==> src/pkg/pes_params.svh <==
/*
 * Constants for the pin-event status capture block: register word indices,
 * field positions and reset values.
 * Assumes a 12-bit AXI4-Lite byte address; the byte address is four times the index.
 */
`ifndef PES_PARAMS_SVH
`define PES_PARAMS_SVH

// =====================================================================
// register word indices (byte address = index * 4)
`define PES_IDX_TOP 10'h000
`define PES_IDX_DIR 10'h090
`define PES_IDX_SMIEN 10'h092
`define PES_IDX_STAT4 10'h0f7
`define PES_IDX_PINEN 10'h100
`define PES_IDX_ISTAT 10'h101
`define PES_IDX_IMASK 10'h102

// =====================================================================
// field positions
`define PES_BIT_LINE2 7
`define PES_BIT_LINE1 6
`define PES_BIT_LINE0 5
`define PES_BIT_LIDPOS 4
`define PES_BIT_LIDEV 3
`define PES_BIT_LIDSEL 6
`define PES_BIT_TOPSUM 0

// =====================================================================
// reset values
`define PES_RST_DIR 8'h00
`define PES_RST_SMIEN 8'h00
`define PES_RST_PINEN 3'h0
`define PES_RST_IMASK 4'h0

// =====================================================================
// bus answers
`define PES_RESP_OKAY 2'h0
`define PES_RESP_DECERR 2'h3

`endif

==> src/pkg/pes_pkg.sv <==
/*
 * Types for the pin-event status capture block.
 * Assumes pes_params.svh is available on the include path.
 */
package pes_pkg;

   // =====================================================================
   // shared types
   typedef logic [3:0] pes_lines_t;   // [0..2] input lines, [3] lid line
   typedef logic [11:0] pes_addr_t;

   // synchroniser state
   typedef struct packed {
      pes_lines_t s1;
      pes_lines_t s2;
      pes_lines_t s3;
      pes_lines_t lvl;
      pes_lines_t chg;
      logic [1:0] fill;
   } pes_sync_s;

   // top-level state
   typedef struct packed {
      logic aw_rdy;
      logic w_rdy;
      logic aw_got;
      logic w_got;
      pes_addr_t awaddr;
      logic [7:0] wdata;
      logic wstb;
      logic bvalid;
      logic [1:0] bresp;
      logic ar_rdy;
      logic rvalid;
      logic [1:0] rresp;
      logic [31:0] rdata;
      logic [7:0] dir;
      logic [7:0] smien;
      logic [2:0] pinen;
      pes_lines_t flags;
      pes_lines_t istat;
      pes_lines_t imask;
      logic irq;
      logic mgmt;
   } pes_top_s;

endpackage : pes_pkg

==> src/pkg/pes_sync_if.sv <==
/*
 * Carrier between the top module and the pin synchroniser.
 * Assumes both ends run on the same core clock.
 */
`timescale 1ns/10ps

interface pes_sync_if;
   import pes_pkg::*;
   pes_lines_t raw;      // asynchronous pin levels
   pes_lines_t level;    // filtered level
   pes_lines_t change;   // one-cycle pulse per accepted transition
   modport sync (input raw, output level, output change);
   modport user (output raw, input level, input change);
endinterface : pes_sync_if

==> src/verilog/pes_sync.sv <==
/*
 * Three-flop synchroniser and transition detector for the four event pins.
 * Assumes raw pins are asynchronous to CORE_CLK.
 */
`timescale 1ns/10ps

module pes_sync (
   input wire logic CORE_CLK,
   input wire logic RESETN,
   pes_sync_if.sync intf
);
   import pes_pkg::*;

   pes_sync_s s_reg;
   pes_sync_s s_next;
   pes_lines_t agree;
   pes_lines_t new_lvl;

   // =====================================================================
   // filter: a change counts once the second and third flops agree
   assign agree = ~(s_reg.s2 ^ s_reg.s3);
   assign new_lvl = (agree & s_reg.s3) | (~agree & s_reg.lvl);

   // next state; first flop feeds only the second
   always_comb begin
      s_next = s_reg;
      s_next.s1 = intf.raw;
      s_next.s2 = s_reg.s1;
      s_next.s3 = s_reg.s2;
      s_next.lvl = new_lvl;
      // no pulse until the pipe holds real samples, avoids a false edge after reset
      s_next.chg = (s_reg.fill == 2'h3) ? (new_lvl ^ s_reg.lvl) : 4'h0;
      if (s_reg.fill != 2'h3) begin
         s_next.fill = s_reg.fill + 2'h1;
      end
   end

   // state register
   always_ff @(posedge CORE_CLK or negedge RESETN) begin
      if (!RESETN) begin
         s_reg <= '0;
      end else begin
         s_reg <= s_next;
      end
   end

   assign intf.level = s_reg.lvl;
   assign intf.change = s_reg.chg;
endmodule : pes_sync

==> src/verilog/pes_top.sv <==
/*
 * Second-level management-interrupt status for three input lines and the lid line,
 * with direction, enable and pin-function registers behind an AXI4-Lite slave.
 * Assumes pins are asynchronous; one core clock; the bus master keeps AXI rules.
 */
// The AXI4-Lite register port was left to the implementer.
`timescale 1ns/10ps
`include "pes_params.svh"

module pes_top (
   input wire logic CORE_CLK,
   input wire logic RESETN,
   input wire pes_pkg::pes_addr_t AWADDR,
   input wire logic AWVALID,
   output logic AWREADY,
   input wire logic [31:0] WDATA,
   input wire logic [3:0] WSTRB,
   input wire logic WVALID,
   output logic WREADY,
   output logic [1:0] BRESP,
   output logic BVALID,
   input wire logic BREADY,
   input wire pes_pkg::pes_addr_t ARADDR,
   input wire logic ARVALID,
   output logic ARREADY,
   output logic [31:0] RDATA,
   output logic [1:0] RRESP,
   output logic RVALID,
   input wire logic RREADY,
   input wire logic INPUT_LINE_ZERO,
   input wire logic INPUT_LINE_ONE,
   input wire logic INPUT_LINE_TWO,
   input wire logic LID_INPUT_LINE_SIX,
   output logic MANAGEMENT_INTERRUPT,
   output logic IRQ
);
   import pes_pkg::*;

   pes_top_s s_reg;
   pes_top_s s_next;
   pes_lines_t qual;
   pes_lines_t ev;
   logic lid_pos;
   logic aw_hs;
   logic w_hs;
   logic ar_hs;
   logic rd_clr;

   // =====================================================================
   // pin synchroniser
   pes_sync_if sync_bus ();

   assign sync_bus.raw = {LID_INPUT_LINE_SIX, INPUT_LINE_TWO, INPUT_LINE_ONE, INPUT_LINE_ZERO};

   pes_sync u_sync (
      .CORE_CLK(CORE_CLK),
      .RESETN(RESETN),
      .intf(sync_bus.sync)
   );

   // =====================================================================
   // event qualification
   // pin enable, input, interrupt enable
   assign qual[2:0] = s_reg.pinen & ~s_reg.dir[2:0] & s_reg.smien[2:0];
   // lid needs selection and input direction
   assign qual[3] = s_reg.smien[`PES_BIT_LIDSEL] & ~s_reg.dir[`PES_BIT_LIDSEL];
   assign ev = sync_bus.change & qual;
   // live lid level, zero when line six is not the lid switch
   assign lid_pos = s_reg.smien[`PES_BIT_LIDSEL] & sync_bus.level[3];

   // bus handshakes
   assign aw_hs = AWVALID & s_reg.aw_rdy;
   assign w_hs = WVALID & s_reg.w_rdy;
   assign ar_hs = ARVALID & s_reg.ar_rdy;
   assign rd_clr = ar_hs && (ARADDR[11:2] == `PES_IDX_STAT4);

   // =====================================================================
   // next state: bus slave, flags, interrupt
   always_comb begin
      logic [3:0] ist_clr;
      logic [31:0] rd;
      logic [1:0] rr;
      ist_clr = 4'h0;
      rd = 32'h0000_0000;
      rr = `PES_RESP_OKAY;
      s_next = s_reg;
      // write channels taken in either order
      if (aw_hs) begin
         s_next.aw_got = 1'b1;
         s_next.awaddr = AWADDR;
      end
      if (w_hs) begin
         s_next.w_got = 1'b1;
         s_next.wdata = WDATA[7:0];
         s_next.wstb = WSTRB[0];
      end
      if (s_reg.bvalid && BREADY) begin
         s_next.bvalid = 1'b0;
      end
      // commit once both halves are held; only byte lane 0 carries data
      if (s_reg.aw_got && s_reg.w_got && !s_reg.bvalid) begin
         s_next.aw_got = 1'b0;
         s_next.w_got = 1'b0;
         s_next.bvalid = 1'b1;
         s_next.bresp = `PES_RESP_OKAY;
         unique case (s_reg.awaddr[11:2])
            `PES_IDX_DIR: begin
               if (s_reg.wstb) s_next.dir = s_reg.wdata;
            end
            `PES_IDX_SMIEN: begin
               if (s_reg.wstb) s_next.smien = s_reg.wdata;
            end
            `PES_IDX_PINEN: begin
               if (s_reg.wstb) s_next.pinen = s_reg.wdata[2:0];
            end
            `PES_IDX_ISTAT: begin
               if (s_reg.wstb) ist_clr = s_reg.wdata[3:0];
            end
            `PES_IDX_IMASK: begin
               if (s_reg.wstb) s_next.imask = s_reg.wdata[3:0];
            end
            `PES_IDX_TOP, `PES_IDX_STAT4: begin
               s_next.bresp = `PES_RESP_OKAY;   // read-only, write ignored
            end
            default: begin
               s_next.bresp = `PES_RESP_DECERR;
            end
         endcase
      end
      // read decode
      unique case (ARADDR[11:2])
         `PES_IDX_TOP: rd[`PES_BIT_TOPSUM] = |s_reg.flags;
         `PES_IDX_DIR: rd[7:0] = s_reg.dir;
         `PES_IDX_SMIEN: rd[7:0] = s_reg.smien;
         // lid level read without side effect
         `PES_IDX_STAT4: rd[7:0] = {s_reg.flags[2], s_reg.flags[1], s_reg.flags[0], lid_pos,
                                    s_reg.flags[3], 3'h0};
         `PES_IDX_PINEN: rd[2:0] = s_reg.pinen;
         `PES_IDX_ISTAT: rd[3:0] = s_reg.istat;
         `PES_IDX_IMASK: rd[3:0] = s_reg.imask;
         default: rr = `PES_RESP_DECERR;
      endcase
      if (s_reg.rvalid && RREADY) begin
         s_next.rvalid = 1'b0;
      end
      if (ar_hs) begin
         s_next.rvalid = 1'b1;
         s_next.rdata = rd;
         s_next.rresp = rr;
      end
      // set wins over the read clear
      s_next.flags = (s_reg.flags & ~{4{rd_clr}}) | ev;
      // sticky interrupt status, write one to clear, event wins
      s_next.istat = (s_reg.istat & ~ist_clr) | ev;
      // readies drop while a transfer is held
      s_next.aw_rdy = !s_next.aw_got && !s_next.bvalid;
      s_next.w_rdy = !s_next.w_got && !s_next.bvalid;
      s_next.ar_rdy = !s_next.rvalid;
      s_next.irq = |(s_next.istat & s_next.imask);
      s_next.mgmt = |s_next.flags;
   end

   // state register; all reset values are zero
   always_ff @(posedge CORE_CLK or negedge RESETN) begin
      if (!RESETN) begin
         s_reg <= '0;
      end else begin
         s_reg <= s_next;
      end
   end

   // =====================================================================
   // outputs straight from flops
   assign AWREADY = s_reg.aw_rdy;
   assign WREADY = s_reg.w_rdy;
   assign BVALID = s_reg.bvalid;
   assign BRESP = s_reg.bresp;
   assign ARREADY = s_reg.ar_rdy;
   assign RVALID = s_reg.rvalid;
   assign RDATA = s_reg.rdata;
   assign RRESP = s_reg.rresp;
   assign MANAGEMENT_INTERRUPT = s_reg.mgmt;
   assign IRQ = s_reg.irq;
endmodule : pes_top

==> config.mk <==
export PLATFORM = sky130hd
export DESIGN_NAME = pes_top
export DESIGN_NICKNAME = d
export VERILOG_FILES = /design/src/pkg/pes_pkg.sv /design/src/pkg/pes_sync_if.sv /design/src/verilog/pes_sync.sv /design/src/verilog/pes_top.sv
export VERILOG_INCLUDE_DIRS = /design/src /design/src/pkg
export SDC_FILE = /design/constraint.sdc
export NUM_CORES = 1
export LEC_CHECK = 0
export ABC_AREA = 1
export BUFFER_PORTS_ARGS = -buffer_cell sky130_fd_sc_hd__buf_2
export CAP_MARGIN = 10
export CORE_ASPECT_RATIO = 0.5
export CORE_MARGIN = 2
export CORE_UTILIZATION = 35
export CTS_BUF_LIST = sky130_fd_sc_hd__clkbuf_2
export CTS_CLUSTER_DIAMETER = 150
export DETAILED_ROUTE_END_ITERATION = 8
export MAX_ROUTING_LAYER = met4
export PLACE_DENSITY = 0.64
export RECOVER_POWER = 100
export SLEW_MARGIN = 30
export SYNTH_ARGS = -nofsm -noshare
export SYNTH_HDL_FRONTEND = slang
export SYNTH_SLANG_ARGS = --single-unit
==> constraint.sdc <==
create_clock -name CORE_CLK -period 1.24 [get_ports CORE_CLK]
set_input_delay 0.186 -clock CORE_CLK [delete_from_list [all_inputs] [get_ports CORE_CLK]]
set_output_delay 0.186 -clock CORE_CLK [all_outputs]
set_load 0.005 [all_outputs]
=== Word-level counts from Yosys, hierarchy flattened ===
Cells that the tools add are included.

* Register bits after elaboration: 95
* Bits of input ports: 71
* Output and inout bits: 43

* Muxes and demuxes: 20
* Bitwise logic cells: 24
* Reductions and logical operators: 22
* $add $sub $neg: 1
* Eq/ne operators: 14

{| class="wikitable"
|+ Operators by type and width
! operator !! count
|-
| $eq A10 B8 Y1 const B || 6
|-
| $eq A10 B9 Y1 const B || 6
|-
| $mux W35 || 1
|-
| $mux W4 || 7
|-
| $and A4 B4 Y4 || 6
|-
| $logic_not A10 Y1 || 2
|-
| $not A4 Y4 || 4
|-
| $reduce_or A7 Y1 || 2
|-
| $or A4 B4 Y4 || 3
|-
| $pmux W4 S3 || 1
|-
| $reduce_or A4 Y1 || 3
|-
| $pmux W2 S5 || 1
|-
| $reduce_and A3 Y1 || 3
|-
| $xor A4 B4 Y4 || 2
|-
| $logic_and A1 B1 Y1 || 7
|-
| $and A3 B3 Y3 || 2
|-
| $mux W2 || 3
|-
| $pmux W1 S6 || 1
|-
| $and A1 B1 Y1 || 5
|-
| $logic_not A1 Y1 || 5
|-
| $pmux W1 S5 || 1
|-
| $mux W1 || 4
|-
| $mux W3 || 1
|-
| $not A3 Y3 || 1
|-
| 4 further kinds || 4
|}

=== Longest topological paths before layout ===
* Word-level depth: 8
* Mapped depth: 10
* Depth with buffers taken out: 10

=== By module ===
A second synthesis with hierarchy kept.

* Cell total of the unflattened synthesis: 496
* Area total of the unflattened synthesis: 4279.1 um2

{| class="wikitable"
|+ By module, submodules not included
! module !! cells each !! instances !! area an instance (um2) !! sequential area each (um2)
|-
| pes_top || 431 || 1 || 3499.6 || 1726.7
|-
| pes_sync || 65 || 1 || 779.5 || 550.5
|}

=== Worst setup path after synthesis ===
No wires, ideal clock.

* Path type: flip-flop to flip-flop
* Start: register s_reg[87] in the netlist's numbering
* End: register s_reg, in the netlist IRQ
* Stages on the path, launching flop included: 11
* Arrival time: 1.175 ns
* Setup slack: -0.050 ns
* Setup time: 0.116 ns
* Period minus slack after synthesis: 1.290 ns
* Data required time: 1.124 ns
* Path through: dfrtp_1 -> nor2_1 -> nand2_2 -> nor2_8 -> nand3_2 -> nand2_1 -> o21ai_1 -> nand2_1 -> nand2_1 -> inv_1 -> nand2_1

{| class="wikitable"
|+ RTL lines
! element !! line !! RTL
|-
| from (decl) || pes_top.sv:39 || <nowiki>pes_top_s s_reg;</nowiki>
|-
| from (signal assigned) || pes_top.sv:168 || <nowiki>s_reg <= s_next;</nowiki>
|}

=== Worst setup path in the final report ===
* Start: register s_reg, in the netlist BVALID
* End: register s_reg[14] in the netlist's numbering

* Longest elaborated chain between the ends: 3

{| class="wikitable"
|+ Ends and longest elaborated chain
! element !! line !! RTL
|-
| $logic_not A1 Y1 || pes_top.sv:101 || <nowiki>if (s_reg.aw_got && s_reg.w_got && !s_reg.bvalid) begin</nowiki>
|-
| $logic_and A1 B1 Y1 || pes_top.sv:101 ||
|-
| $reduce_and A3 Y1 (no line) || -- ||
|}

No other way between the ends.
A chain may end at the register's enable or synchronous reset.

==> out/qor.txt <==
Max reg flops: 52
Area growth syn-to-layout: 32.91%
Die Height: 81.05 microns
Vias post-DR: 3,559
Crit start category: register
Crit Path Class: reg -> reg
Crit path max fanout: 6
Synth top area cells: dfrtp_1 55%, nand2_1 13%, buf_4 6.5%
TritonCTS clock tree: done
Starting Density: 35.51%
First-pass GRT wire length: 15,570 microns
Pwr Density: 1478 mW/mm^2
Share of the synthesized area in the top cell type: 54.80%
Core area: 0.01170 sq mm
Hold Slack: 0.1647 ns
Vias in the first global route: 3,300
Synth Flop Type: dfrtp_1
Initial antenna violation count: 0
Final critical-path share of the clock period: 120.4%
Routed wire per std cell: 11.64 microns
Syn_area_per_cell: 8.550 sq um
Worst-margin pin slew: 0.5403 ns
Drt drc: 0
CP Capture Type: register
Starting DRT DRC Count: 212
Total wire length: 9413 microns
Max-Cap Viols: 0
Slew Viols, Final: 0
Sequential area share after synthesis: 54.80%
Util after Layout: 47.20%
Remaining antenna violation count after routing: 0
Final-report hold violation count: 0
Vias per cell: 4.399
Count of cell types in the netlist: 28
Syn Std Cell Area: 0.004155 sq mm
Largest net degree at the start of global routing: 62
Clock Sinks: 91
Clk_lat worst skew: 0.58 ns
Met2 usage: 24.39%
Die area: 0.01281 sq mm
TritonCTS Buffers: 9
Failing checks: setup timing
Top-count cell post-synth: nand2_1
H-tree levels: 3
Fmax achieved: 0.6698 GHz
GRT busiest layer: met2
Post-synth EDFFs: 0
Die Span X: 158.1 microns
Final setup margin: -0.2529 ns
Ys async rst share: 100.0%
1st-pass router iterations: 4
Peak VDD IR: 0.6121 mV
Synth Register Bits: 91
Post-synth top area cell: dfrtp_1
Slew HR: 63.98%
Leakage power: 0.002794 uW
Standard-cell rows: 28
Final Critical Period: 1.493 ns
Ys Warns: 0
Input/output buffers: 58
Clock Skews: 0.03159 ns
Share of layout cells above drive strength 1: 28.26%
GR Util All Layers: 16.13%
Antenna cells: 0
Max Buffers Root-to-Sink: 2
Setup violators final: 44
I/O pin cnt: 114
Most frequent cells after synthesis: 144 x nand2_1, 91 x dfrtp_1, 53 x o21ai_0
Routing usage on met3: 4.749%
Clk root buf: clkbuf_2
Mapped Cells: 486
GPL Wtd Cong: 0.8598
Run status: finished with violations
Worst-path clk slew: 0.28 ns
Final #Nets: 711
Total grt overflow: 0
Critical path arrival: 2.01 ns
Met1 Usage GRT: 21.73%
Worst hold path class: in -> reg
Crit path required time: 1.75 ns
Unrepaired setup endpoints after global routing: true
Dpl hpwl: 6685 microns
==> through the flow <==
| stage | TNS (ns) | total power, uW | setup WS [ns] | instances | cell area, sq um |
|---|---|---|---|---|---|
| after global placement | -2.400 | 6030 | -0.1865 | 739 | 4855 |
| after CTS | -6.291 | 8068 | -0.2517 | 795 | 5431 |
| final | -6.257 | 8164 | -0.2529 | 809 | 5523 |
| after global routing | -11.86 | 8782 | -0.3794 | 809 | 5523 |
| after floorplan | -0.1039 | 5062 | -0.05042 | 509 | 4244 |
| after detailed placement | -3.712 | 6083 | -0.2016 | 739 | 4855 |
==> timing repair <==
| action | 4_1_cts | 5_1_grt |
|---|---|---|
| hold buffers | 28 | 1 |
| endpoints found under the setup margin | 49 | 55 |
| resized for setup | 33 | 22 |
| endpoints found under the hold margin | 120 | 5 |
| pin swaps | 8 | 9 |
| buffers inserted | 13 | 13 |
==> layout make-up <==
type                            count  area (sq um)
Fill cell                        1133          6178
Sequential cell                    91          2278
Multi-Input combinational cell    327          1563
Timing Repair Buffer              160          1174
Tap cell                          165         206.4
Inverter                           50         190.2
Clock inverter                      7         66.31
Clock buffer                        9         45.04
==> worst max-delay path: stages, from the launching register on <==
cell and delay [ns]:
dfrtp_1 0.47, buf_6 0.13, inv_4 0.05, nand3_4 0.08, nor2_4 0.18, buf_4 0.14
buf_6 0.08, buf_6 0.09, nand3_4 0.10, nand2_2 0.06, o21ai_0 0.07
==> cell usage in the layout, fill, tap and decap left out, types with 4 or more instances in the layout <==
cell type	n
a21oi_1	6
buf_2	55
buf_4	56
buf_6	10
clkbuf_1	6
clkbuf_2	10
conb_1	24
dfrtp_1	90
dlygate4sd3_1	29
inv_1	41
inv_2	7
inv_6	4
nand2_1	136
nand2_2	9
nand3_1	12
nand3_2	4
nand4_1	14
nor2_1	34
nor2_2	6
nor3_1	7
o21ai_0	42
o21ai_1	15
==> cell families after synthesis <==
| group | Yosys count | share of synthesized area, % |
|---|---|---|
| adder cells (fa/ha/maj) | 1 | 0.3011 |
| flip-flops | 91 | 54.80 |
| AO/OA/AOI/OAI | 67 | 8.220 |
| AND/OR/NAND/NOR | 234 | 24.66 |
| other | 1 | 0.09025 |
| XOR/XNOR | 1 | 0.2108 |
| buffers and inverters | 91 | 11.71 |
==> worst paths after layout <==
kind	start	endpoint	slack, ns	cells past startpoint
hold reg to reg	u_sync.s_next[17]	u_sync.s_next[13]	0.38	0
setup reg to reg	BVALID	s_reg[14]	-0.25	10
min in group asynchronous	RESETN	s_reg[85]	0.77	4
max in group asynchronous	RESETN	u_sync.intf.level[3]	0.08	4
hold / removal	ARVALID	RDATA[3]	0.16	6
setup / recovery	BVALID	s_reg[14]	-0.25	10
==> power by group <==
part / internal (uW) / switching, uW / total [uW]
Clock: 332 / 1130 / 1460
Combinational: 1400 / 1460 / 2860
Sequential: 3500 / 342 / 3840
==> routing by layer <==
metal,routed length [microns],part of all wire (%)
met5,0,0
met4,39,0.41
met3,482,5.1
met2,4178,44
met1,4713,50
Note: power is estimated with default switching activity, not from simulation.
